`config.mk`:
```
export PLATFORM = sky130hd
export DESIGN_NAME = dcwg_waveform_gen
export DESIGN_NICKNAME = d
export VERILOG_FILES = /design/src/design/dcwg_waveform_gen.v
export VERILOG_INCLUDE_DIRS = /design/src /design/src/design
export SDC_FILE = /design/constraint.sdc
export NUM_CORES = 2
export LEC_CHECK = 0
export BUFFER_PORTS_ARGS = -buffer_cell sky130_fd_sc_hd__buf_2
export CAP_MARGIN = 20
export CELL_PAD_IN_SITES_DETAIL_PLACEMENT = 1
export CELL_PAD_IN_SITES_GLOBAL_PLACEMENT = 1
export CORE_UTILIZATION = 45
export DETAILED_ROUTE_END_ITERATION = 8
export PLACE_DENSITY_LB_ADDON = 0.1
export SKIP_LAST_GASP = 1
export SLEW_MARGIN = 20
export SYNTH_ARGS = -nofsm -noshare
export SYNTH_HDL_FRONTEND = slang
export SYNTH_SLANG_ARGS = --single-unit
```
`constraint.sdc`:
```
create_clock -name aclk -period 4.6 [get_ports aclk]
set_input_delay 0.46 -clock aclk [delete_from_list [all_inputs] [get_ports aclk]]
set_output_delay 0.46 -clock aclk [all_outputs]
set_load 0.02 [all_outputs]
```
`src/design/dcwg_map.vh`:
```
// Register map, field positions, reset values and AXI responses of the waveform generator
`ifndef DCWG_MAP_VH
`define DCWG_MAP_VH

`define DCWG_AXI_AW 8
`define DCWG_NUM_REGS 20
`define DCWG_NUM_CFG 19
`define DCWG_PINS 7

// Word offsets (byte address = offset)
`define DCWG_OFS_CTRL 8'h00
`define DCWG_OFS_RATIO 8'h04
`define DCWG_OFS_PCLK 8'h08
`define DCWG_OFS_LINE 8'h0c
`define DCWG_OFS_ASYNC 8'h10
`define DCWG_OFS_SYNC0 8'h14
`define DCWG_OFS_ASPIN0 8'h30
`define DCWG_OFS_STATUS 8'h4c

// Word indices
`define DCWG_IDX_CTRL 5'd0
`define DCWG_IDX_RATIO 5'd1
`define DCWG_IDX_PCLK 5'd2
`define DCWG_IDX_LINE 5'd3
`define DCWG_IDX_ASYNC 5'd4
`define DCWG_IDX_SYNC0 5'd5
`define DCWG_IDX_ASPIN0 5'd12
`define DCWG_IDX_STATUS 5'd19

// Control bits
`define DCWG_CTRL_SYNC_EN 0
`define DCWG_CTRL_ASYNC_EN 1

// Pin generator word: up [9:0], down [25:16], trigger [29:28], invert [31]
`define DCWG_UP_LSB 0
`define DCWG_DN_LSB 16
`define DCWG_TRIG_LSB 28
`define DCWG_INV_BIT 31
`define DCWG_TRIG_PIXEL 2'h0
`define DCWG_TRIG_LINE 2'h1
`define DCWG_TRIG_FRAME 2'h2
`define DCWG_TRIG_OFF 2'h3

// Reset values
`define DCWG_RST_CTRL 32'h00000000
`define DCWG_RST_RATIO 32'h00000020
`define DCWG_RST_PCLK 32'h00020000
`define DCWG_RST_LINE 32'h00040004
`define DCWG_RST_ASYNC 32'h00000008
`define DCWG_RST_PIN 32'h30000000

// AXI responses
`define DCWG_RESP_OKAY 2'h0
`define DCWG_RESP_SLVERR 2'h2

`endif

```
`src/design/dcwg_waveform_gen.v`:
```
// Display control waveform generator with AXI4-Lite register access
//
// Chosen here: the register addresses and register access over AXI4-Lite.
`timescale 1ns/1ps
`include "dcwg_map.vh"

// Notes on behaviour
// - Separate synchronous and asynchronous pin groups
// - Sync outputs repeat with fixed period, shape
// - Dedicated pixel clock output to display
// - Seven sync pins, each independently assignable
// - Linked counters make base-clock-aligned start points
// - Edges at programmed up/down from start
// - Async pins change with data, by flags
// - Two chip selects, one per panel
// - Seven async pins for strobes, select
// - Each new data item restarts async timing
// - Pixel clock edges offset in half-cycles
// - Sync edges offset in half-cycle units
// - Pixel period in sixteenths of base cycle
// - Fractional period alternates floor, floor plus one
// - Each generator programs up/down edges and invert; sync ones a trigger
// - Line syncs spaced by line length
module dcwg_waveform_gen (
	// Clock and reset; aclk is twice the interface base clock
	input wire aclk,
	input wire aresetn,
	// AXI4-Lite write address
	input wire [`DCWG_AXI_AW-1:0] s_axi_awaddr,
	input wire s_axi_awvalid,
	output reg s_axi_awready,
	// AXI4-Lite write data
	input wire [31:0] s_axi_wdata,
	input wire [3:0] s_axi_wstrb,
	input wire s_axi_wvalid,
	output reg s_axi_wready,
	// AXI4-Lite write response
	output reg [1:0] s_axi_bresp,
	output reg s_axi_bvalid,
	input wire s_axi_bready,
	// AXI4-Lite read address
	input wire [`DCWG_AXI_AW-1:0] s_axi_araddr,
	input wire s_axi_arvalid,
	output reg s_axi_arready,
	// AXI4-Lite read data
	output reg [31:0] s_axi_rdata,
	output reg [1:0] s_axi_rresp,
	output reg s_axi_rvalid,
	input wire s_axi_rready,
	// Asynchronous data items from the user side
	input wire async_valid,
	output reg async_ready,
	input wire [15:0] async_data,
	input wire [`DCWG_PINS-1:0] async_flags,
	input wire async_panel,
	// Synchronous display pins
	output reg pixel_clock_out,
	output reg [`DCWG_PINS-1:0] sync_pin,
	// Asynchronous display pins
	output reg [15:0] panel_data,
	output reg panel0_select_n,
	output reg panel1_select_n,
	output reg [`DCWG_PINS-1:0] async_pin
);

	reg [31:0] regs_reg [0:`DCWG_NUM_CFG-1];
	reg [`DCWG_AXI_AW-1:0] awaddr_reg;
	reg [31:0] wdata_reg;
	reg [3:0] wstrb_reg;
	reg aw_have_reg;
	reg w_have_reg;
	reg [9:0] ph_cnt_reg;
	reg [9:0] ph_end_reg;
	reg [3:0] frac_reg;
	reg [11:0] pix_cnt_reg;
	reg [11:0] line_cnt_reg;
	reg pix_start_reg;
	reg line_start_reg;
	reg frame_start_reg;
	reg [7:0] item_cnt_reg;
	reg busy_reg;
	reg [`DCWG_PINS-1:0] flags_reg;
	reg panel_reg;

	wire sync_en = regs_reg[`DCWG_IDX_CTRL][`DCWG_CTRL_SYNC_EN];
	wire async_en = regs_reg[`DCWG_IDX_CTRL][`DCWG_CTRL_ASYNC_EN];
	wire [15:0] ratio = regs_reg[`DCWG_IDX_RATIO][15:0];
	wire [31:0] pclk_cfg = regs_reg[`DCWG_IDX_PCLK];
	wire [11:0] line_length = regs_reg[`DCWG_IDX_LINE][11:0];
	wire [11:0] frame_lines = regs_reg[`DCWG_IDX_LINE][27:16];
	wire [7:0] item_len = regs_reg[`DCWG_IDX_ASYNC][7:0];

	// Word index of a byte address, all ones when off the map
	function [4:0] reg_index;
		input [`DCWG_AXI_AW-1:0] addr;
		input is_read;
		begin
			reg_index = 5'h1f;
			if (addr[1:0] == 2'h0) begin
				if (addr[6:2] < `DCWG_NUM_CFG)
					reg_index = addr[6:2];
				else if (is_read && addr[6:2] == `DCWG_IDX_STATUS)
					reg_index = addr[6:2];
			end
			if (addr[7])
				reg_index = 5'h1f;
		end
	endfunction

	// Byte-lane merge of a write
	function [31:0] merge;
		input [31:0] old;
		input [31:0] data;
		input [3:0] strb;
		integer b;
		begin
			merge = old;
			for (b = 0; b < 4; b = b + 1) begin
				if (strb[b])
					merge[b*8 +: 8] = data[b*8 +: 8];
			end
		end
	endfunction

	wire [4:0] wr_idx = reg_index(awaddr_reg, 1'b0);
	wire [4:0] rd_idx = reg_index(s_axi_araddr, 1'b1);
	wire do_write = aw_have_reg && w_have_reg && !s_axi_bvalid;

	// Write channels, taken in either order
	always @(posedge aclk) begin
		if (!aresetn) begin
			aw_have_reg <= 1'b0;
			w_have_reg <= 1'b0;
			awaddr_reg <= {`DCWG_AXI_AW{1'b0}};
			wdata_reg <= 32'h00000000;
			wstrb_reg <= 4'h0;
			s_axi_awready <= 1'b0;
			s_axi_wready <= 1'b0;
			s_axi_bvalid <= 1'b0;
			s_axi_bresp <= `DCWG_RESP_OKAY;
		end else begin
			if (s_axi_awvalid && s_axi_awready) begin
				aw_have_reg <= 1'b1;
				awaddr_reg <= s_axi_awaddr;
			end
			if (s_axi_wvalid && s_axi_wready) begin
				w_have_reg <= 1'b1;
				wdata_reg <= s_axi_wdata;
				wstrb_reg <= s_axi_wstrb;
			end
			// Held low while a response is pending
			s_axi_awready <= !aw_have_reg && !(s_axi_awvalid && s_axi_awready) && !do_write &&
				!s_axi_bvalid;
			s_axi_wready <= !w_have_reg && !(s_axi_wvalid && s_axi_wready) && !do_write &&
				!s_axi_bvalid;
			if (do_write) begin
				aw_have_reg <= 1'b0;
				w_have_reg <= 1'b0;
				s_axi_bvalid <= 1'b1;
				s_axi_bresp <= (wr_idx == 5'h1f) ? `DCWG_RESP_SLVERR : `DCWG_RESP_OKAY;
			end else if (s_axi_bvalid && s_axi_bready) begin
				s_axi_bvalid <= 1'b0;
				s_axi_awready <= 1'b1;
				s_axi_wready <= 1'b1;
			end
		end
	end

	// Configuration words
	genvar gi;
	generate
		for (gi = 0; gi < `DCWG_NUM_CFG; gi = gi + 1) begin : g_cfg
			always @(posedge aclk) begin
				if (!aresetn) begin
					if (gi == `DCWG_IDX_CTRL)
						regs_reg[gi] <= `DCWG_RST_CTRL;
					else if (gi == `DCWG_IDX_RATIO)
						regs_reg[gi] <= `DCWG_RST_RATIO;
					else if (gi == `DCWG_IDX_PCLK)
						regs_reg[gi] <= `DCWG_RST_PCLK;
					else if (gi == `DCWG_IDX_LINE)
						regs_reg[gi] <= `DCWG_RST_LINE;
					else if (gi == `DCWG_IDX_ASYNC)
						regs_reg[gi] <= `DCWG_RST_ASYNC;
					else
						regs_reg[gi] <= `DCWG_RST_PIN;
				end else if (do_write && wr_idx == gi) begin
					regs_reg[gi] <= merge(regs_reg[gi], wdata_reg, wstrb_reg);
				end
			end
		end
	endgenerate

	// Read channel, answer one cycle after the address is taken
	always @(posedge aclk) begin
		if (!aresetn) begin
			s_axi_arready <= 1'b0;
			s_axi_rvalid <= 1'b0;
			s_axi_rdata <= 32'h00000000;
			s_axi_rresp <= `DCWG_RESP_OKAY;
		end else begin
			s_axi_arready <= !s_axi_rvalid && !(s_axi_arvalid && s_axi_arready);
			if (s_axi_arvalid && s_axi_arready) begin
				s_axi_rvalid <= 1'b1;
				s_axi_rresp <= `DCWG_RESP_OKAY;
				if (rd_idx == 5'h1f) begin
					s_axi_rdata <= 32'h00000000;
					s_axi_rresp <= `DCWG_RESP_SLVERR;
				end else if (rd_idx == `DCWG_IDX_STATUS)
					s_axi_rdata <= {busy_reg, 3'h0, line_cnt_reg, 4'h0, pix_cnt_reg};
				else
					s_axi_rdata <= regs_reg[rd_idx];
			end else if (s_axi_rvalid && s_axi_rready) begin
				s_axi_rvalid <= 1'b0;
			end
		end
	end

	wire [16:0] ratio_sum = {13'h0000, frac_reg} + {1'b0, ratio};
	wire [11:0] base_len = (ratio_sum[16:4] == 13'h0000) ? 12'h001 : ratio_sum[15:4];
	wire ph_wrap = (ph_cnt_reg == ph_end_reg);
	wire pix_last = (pix_cnt_reg >= line_length - 12'h001);
	wire line_last = (line_cnt_reg >= frame_lines - 12'h001);

	// Linked pixel, line and frame counters
	always @(posedge aclk) begin
		if (!aresetn || !sync_en) begin
			ph_cnt_reg <= 10'h000;
			ph_end_reg <= 10'h000;
			frac_reg <= 4'h0;
			pix_cnt_reg <= 12'h000;
			line_cnt_reg <= 12'h000;
			pix_start_reg <= 1'b0;
			line_start_reg <= 1'b0;
			frame_start_reg <= 1'b0;
		end else begin
			pix_start_reg <= ph_wrap;
			line_start_reg <= ph_wrap && pix_last;
			frame_start_reg <= ph_wrap && pix_last && line_last;
			if (ph_wrap) begin
				ph_cnt_reg <= 10'h000;
				ph_end_reg <= {base_len[8:0], 1'b0} - 10'h001;
				frac_reg <= ratio_sum[3:0];
				if (pix_last) begin
					pix_cnt_reg <= 12'h000;
					line_cnt_reg <= line_last ? 12'h000 : line_cnt_reg + 12'h001;
				end else begin
					pix_cnt_reg <= pix_cnt_reg + 12'h001;
				end
			end else begin
				ph_cnt_reg <= ph_cnt_reg + 10'h001;
			end
		end
	end

	// Pixel clock edges from period start
	always @(posedge aclk) begin
		if (!aresetn || !sync_en)
			pixel_clock_out <= pclk_cfg[`DCWG_INV_BIT];
		else if (ph_cnt_reg == pclk_cfg[`DCWG_UP_LSB +: 10])
			pixel_clock_out <= !pclk_cfg[`DCWG_INV_BIT];
		else if (ph_cnt_reg == pclk_cfg[`DCWG_DN_LSB +: 10])
			pixel_clock_out <= pclk_cfg[`DCWG_INV_BIT];
	end

	generate
		for (gi = 0; gi < `DCWG_PINS; gi = gi + 1) begin : g_sync
			wire [31:0] cfg = regs_reg[`DCWG_IDX_SYNC0 + gi];
			wire [1:0] trig_sel = cfg[`DCWG_TRIG_LSB +: 2];
			wire trig = (trig_sel == `DCWG_TRIG_PIXEL) ? pix_start_reg :
				(trig_sel == `DCWG_TRIG_LINE) ? line_start_reg :
				(trig_sel == `DCWG_TRIG_FRAME) ? frame_start_reg : 1'b0;
			reg [9:0] cnt_reg;
			always @(posedge aclk) begin
				if (!aresetn || !sync_en)
					cnt_reg <= 10'h3ff;
				else if (trig)
					cnt_reg <= 10'h000;
				else if (cnt_reg != 10'h3ff)
					cnt_reg <= cnt_reg + 10'h001;
			end
			always @(posedge aclk) begin
				if (!aresetn || !sync_en || trig_sel == `DCWG_TRIG_OFF)
					sync_pin[gi] <= cfg[`DCWG_INV_BIT];
				else if (cnt_reg == cfg[`DCWG_UP_LSB +: 10])
					sync_pin[gi] <= !cfg[`DCWG_INV_BIT];
				else if (cnt_reg == cfg[`DCWG_DN_LSB +: 10])
					sync_pin[gi] <= cfg[`DCWG_INV_BIT];
			end
		end
	endgenerate

	wire accept = async_valid && async_ready;
	wire item_done = busy_reg && ((item_len == 8'h00) || (item_cnt_reg >= item_len - 8'h01));
	wire busy_next = accept || (busy_reg && !item_done);

	always @(posedge aclk) begin
		if (!aresetn) begin
			busy_reg <= 1'b0;
			item_cnt_reg <= 8'h00;
			flags_reg <= {`DCWG_PINS{1'b0}};
			panel_reg <= 1'b0;
			panel_data <= 16'h0000;
			async_ready <= 1'b0;
		end else begin
			busy_reg <= busy_next;
			async_ready <= async_en && !busy_next;
			if (accept) begin
				item_cnt_reg <= 8'h00;
				flags_reg <= async_flags;
				panel_reg <= async_panel;
				panel_data <= async_data;
			end else if (busy_reg) begin
				item_cnt_reg <= item_cnt_reg + 8'h01;
			end
		end
	end

	always @(posedge aclk) begin
		if (!aresetn) begin
			panel0_select_n <= 1'b1;
			panel1_select_n <= 1'b1;
		end else begin
			panel0_select_n <= !(busy_next && (accept ? !async_panel : !panel_reg));
			panel1_select_n <= !(busy_next && (accept ? async_panel : panel_reg));
		end
	end

	generate
		for (gi = 0; gi < `DCWG_PINS; gi = gi + 1) begin : g_async
			wire [31:0] cfg = regs_reg[`DCWG_IDX_ASPIN0 + gi];
			wire [9:0] pos = {2'h0, item_cnt_reg};
			always @(posedge aclk) begin
				if (!aresetn || !busy_reg || !flags_reg[gi])
					async_pin[gi] <= cfg[`DCWG_INV_BIT];
				else if (pos == cfg[`DCWG_UP_LSB +: 10])
					async_pin[gi] <= !cfg[`DCWG_INV_BIT];
				else if (pos == cfg[`DCWG_DN_LSB +: 10])
					async_pin[gi] <= cfg[`DCWG_INV_BIT];
			end
		end
	endgenerate

endmodule

```
======== After elaboration in Yosys (flattened, before gate mapping) ========
Memory sizes are Yosys's and may differ from the RTL's.
Cells that the tools add are included.
word-level totals
  flip-flop bits (word level) ............. 259
  bits in writable memories ............... 608
  bits of input ports ..................... 84
  output and inout port bits .............. 75
  logic and storage cells ................. 791
  memories ................................ 1
memory list
  name      words  bits a word  read ports  clocked after memory_dff  wr ports  RTL line                RTL
  regs_reg  19     32           20          0                         19        dcwg_waveform_gen.v:66  reg [31:0] regs_reg [0:`DCWG_NUM_CFG-1];
operators by class
  add/sub/neg operators ................... 16
  $lt $le $gt $ge ......................... 5
  eq/ne operators ......................... 101
  multiplexer cells ....................... 424
  bitwise logic cells ..................... 35
  reduce and logical (&&, ||, !) cells .... 158
operators by type and width
  kind                   number
  $mux 8                 248
  $mux 32                16
  $eq 10x10->1           17
  $eq 8x10->1            14
  $mux 10                14
  $mux 1                 134
  $add 10x1->10 const B  8
  $ne 10x10->1 const B   7
  $ne 3x3->1 const B     20
  $reduce_bool 3->1      15
  $reduce_and 2->1       21
  $logic_and 1x1->1      41
  $eq 5x4->1 const B     8
  $logic_not 1->1        39
  $eq 5x5->1 const B     7
  $mux 5                 7
  $or 1x1->1             34
  $eq 2x2->1 const B     14
  $add 12x1->12 const B  2
  $ge 12x12->1           2
  $mux 12                2
  $sub 12x1->12 const B  2
  $eq 5x3->1 const B     4
  $logic_not 2->1        9
  18 further kinds       54

======== Depth between registers and ports, before layout ========
  word-level depth ........................ 11
  depth in mapped cells ................... 14
  mapped depth without buffers ............ 14

======== Least setup slack after synthesis ========
OpenSTA, ideal clock, no wires.
  path type ............................... reg2reg
  start ................................... memory regs_reg[1][0]
  end ..................................... register ph_end_reg[9]
  setup time .............................. 0.087 ns
  arrival ................................. 3.302 ns
  required time ........................... 4.513 ns
  setup slack ............................. 1.211 ns
  stages on the path, launching flop included .. 15
  buffers on the path ..................... 0
  period minus slack after synthesis ...... 3.389 ns
  path through ............................ edfxtp_1 -> ha_1 -> fa_1 -> a211oi_2 -> nor4_1 -> mux2i_1 -> and3b_1 -> a21oi_1 -> ha_1 -> nand2b_1 -> nor4_1 -> mux2i_1 -> a22oi_1 -> a21boi_0 -> o31ai_1
RTL lines
  element                 RTL line                 RTL
  start: declaration      dcwg_waveform_gen.v:66
  end signal: assignment  dcwg_waveform_gen.v:242  ph_end_reg <= {base_len[8:0], 1'b0} - 10'h001;
  end: declaration        dcwg_waveform_gen.v:73   reg [9:0] ph_end_reg;

==> results.py <==
metrics = {
    "drt": {
        "wl_per_cell_um": 30.0,
        "drt-initial-drc-count": 4256,
        "wirelength_mm": 173,
        "drc": 12,
        "vias_per_cell": 6.12,
        "ant_nets": 0,
        "drtPass1Iterations": 7,
        "vias": 35200,
    },
    "status": {
        "violations": "DRC",
        "status": "complete, but fails checks",
    },
    "sta": {
        "timing_hold_violations_final": 0,
        "max_freq_mhz": 259,
        "slew_violations": 0,
        "skew_ps": 23.2,
        "rsz0062_at_grt": "no",
        "setup_ws_ps": 741,
        "finalCritPeriodShare_pct": 83.9,
        "min_period_ps": 3860,
        "finalSetupViolations": 0,
        "worst_pin_slew_ps": 1270,
        "fin_tns_setup_ps": 0,
        "slew_headroom_pct": 15.0,
    },
    "clocking": {
        "clk_latency_ps": 700,
        "cts.sinks": 865,
        "cts_tree": "built",
        "cts.clk_slew.worst_paths_ps": 60,
        "clk_path_buf_depth": 3,
        "cts_root_buffer": "clkbuf_16",
        "cts-htree-levels": 3,
        "cts_resized": 0,
        "numCtsBuffers": 98,
    },
    "logic_synthesis": {
        "synth_area_leaders": "edfxtp_1, dfxtp_1, and2_1",
        "synth-seq-cells": 865,
        "syn_inst": 4344,
        "synth_cell_types": 72,
        "ys_seq_area_share_pct": 53.2,
        "yosysWarnings": 0,
        "netlist_area_um2": 44300,
        "synthArstFlopShare_pct": 0,
        "yosysTopAreaCell": "edfxtp_1",
        "synthFlopType": "edfxtp_1",
        "synth_edf_count": 623,
        "synth_top_area_share_pct": 42.3,
        "syn_avg_cell_area_um2": 10.2,
    },
    "run": {
        "maxCapViolCount": 0,
    },
    "global_route": {
        "grt_pass1_wl_mm": 245,
        "antenna_found_initial": 22,
        "grt_max_degree": 98,
        "grt_overflow_total": 0,
        "grt_pass1_vias": 34300,
        "grtUsageTotal_pct": 34.3,
    },
    "worst_setup_path": {
        "worstPathRequired_ps": 5190,
        "cp_max_fo": 8,
        "setup.worst_path.start_class": "flop",
        "cp-end-kind": "flop",
        "crit_type": "flop to flop",
        "worstPathArrival_ps": 4450,
    },
    "power_and_ir_drop": {
        "p_per_area_nw_per_um2": 425,
        "p_leak_nw": 18.4,
        "vdd_drop_max_mv": 0.290,
    },
    "placed_design": {
        "place_hpwl_mm": 122,
        "gp_congestion": 0.922,
        "port_buffers": 156,
        "place_ws_ps": 753,
    },
    "floorplanning": {
        "initial_core_util_pct": 45.6,
        "die_h_um": 316,
        "core_um2": 97100,
        "die_width_um": 316,
        "ios": 159,
        "row_count": 114,
        "dieArea_um2": 99600,
    },
    "finish": {
        "final_util_pct": 51.5,
        "drive_gt1_share_pct": 10.6,
        "nNetsFinal": 4516,
        "area_growth_pct": 13.0,
        "num-fill-cells": 10500,
        "largest_reg_flops": 608,
    },
    "min_path": {
        "hp-class": "input pin to flop",
    },
}
[kinds of logic after synthesis]
group	Yosys count	share of synthesized area [%]
compound gates	584	8.89
xor+xnor	397	7.85
fa+ha+maj	54	1.54
buf+inv	378	3.40
flops	865	53.2
mux	102	2.31
other cells	1	0.00847
simple gates	1963	22.8
[layout by cell type (no fill, tap or decap), types with 12 or more instances in the layout]
cell           count
a22oi_1           15
a221o_1           13
buf_2            154
nor2_1           125
ha_1              52
dfxtp_2           17
nor3_1            30
o211ai_1          40
a211oi_1          22
xor2_1           209
o21ai_0          110
a21oi_1           88
clkbuf_16        103
o31ai_1           23
xnor2_1          188
buf_4             97
dfxtp_1          225
or3_1             40
nand2_1          696
and2_1           595
inv_1             13
clkinv_1          18
nand3b_1          19
a31oi_1           71
nand3_1          149
nor4_1            64
clkinv_2          19
a221oi_1          39
bufinv_16         12
clkbuf_1          16
dlygate4sd3_1     41
diode_2           12
edfxtp_1         623
and3_1            22
or2_2             12
mux2i_1          102
nand4_1          116
a21boi_0          70
nand2b_1          31
[power breakdown]
part | switching, W | internal, W | total [W]
clock | 0.00337 | 0.00493 | 0.00830
sequential | 0.000693 | 0.00873 | 0.00943
combinational | 0.00201 | 0.00150 | 0.00351
total | 0.00608 | 0.0152 | 0.0212
[metal layers]
layer | track usage (%) | wire length, µm | vias to the layer above
met3 | 4.79 | 15800 | 317
met2 | 52.4 | 76400 | 1707
met4 | 16.4 | 9100 | 4
li1 | - | - | 15400
met1 | 48.0 | 71200 | 17800
met5 | 0 | 27 | -
[area by class of cell]
cell class | instances | area [µm²] | share of cell area (%)
Inverter | 14 | 52.6 | 0.105
Clock buffer | 131 | 2790 | 5.57
Antenna cell | 12 | 30.0 | 0.0601
Tap cell | 1276 | 1600 | 3.19
Timing Repair Buffer | 298 | 2010 | 4.02
Clock inverter | 55 | 599 | 1.20
Sequential cell | 865 | 23600 | 47.1
Multi-Input combinational cell | 3102 | 19400 | 38.7
[metrics by stage]
step	power (W)	instances	hold slack [ps]	instance area (µm²)
2_1_floorplan	0.0120	4345	436	44300
3_3_place_gp	0.0129	5514	439	46200
3_5_place_dp	0.0130	5514	446	46200
4_1_cts	0.0213	5741	0.314	50000
5_1_grt	0.0220	5742	5.33	50000
6_report	0.0212	5753	28.3	50000
[critical path: stages (launching register included)]
cell and delay (ps):
edfxtp_1 440, ha_1 330, a211o_1 300, a21oi_1 560, buf_4 260, or4b_1 130, a32oi_1 140, a21oi_1 260
ha_1 270, nand2b_1 80, nor4_1 180, mux2i_1 150, a22oi_1 290, a21boi_0 150, o31ai_1 230
[synthesized netlist by cell type, types with 52 or more instances]
cell type  number
nand3_1       150
dfxtp_1       242
a21boi_0       70
a31oi_1        71
o21ai_0       112
nand2_1       696
a21oi_1        90
clkbuf_1      298
xor2_1        209
nor2_1        135
nor4_1         68
and2_1        597
edfxtp_1      623
mux2i_1       102
ha_1           52
nand4_1       116
xnor2_1       188
[final timing paths]
path / startpoint / to / slack [ps] / cells past startpoint
worst max-delay path: regs_reg[1][1] / ph_end_reg[9] / 740 / 14
worst min-delay path: async_flags[0] / flags_reg[0] / 30 / 3
worst max register to register: regs_reg[1][1] / ph_end_reg[9] / 740 / 14
worst min register to register: s_axi_rvalid / s_axi_arready / 450 / 1
[timing repair]
action | CTS | global route
buffers inserted | 0 | 0
endpoints found under the hold margin | 41 | 0
hold buffers | 41 | 0
Note: power is estimated with default switching activity, not from simulation.
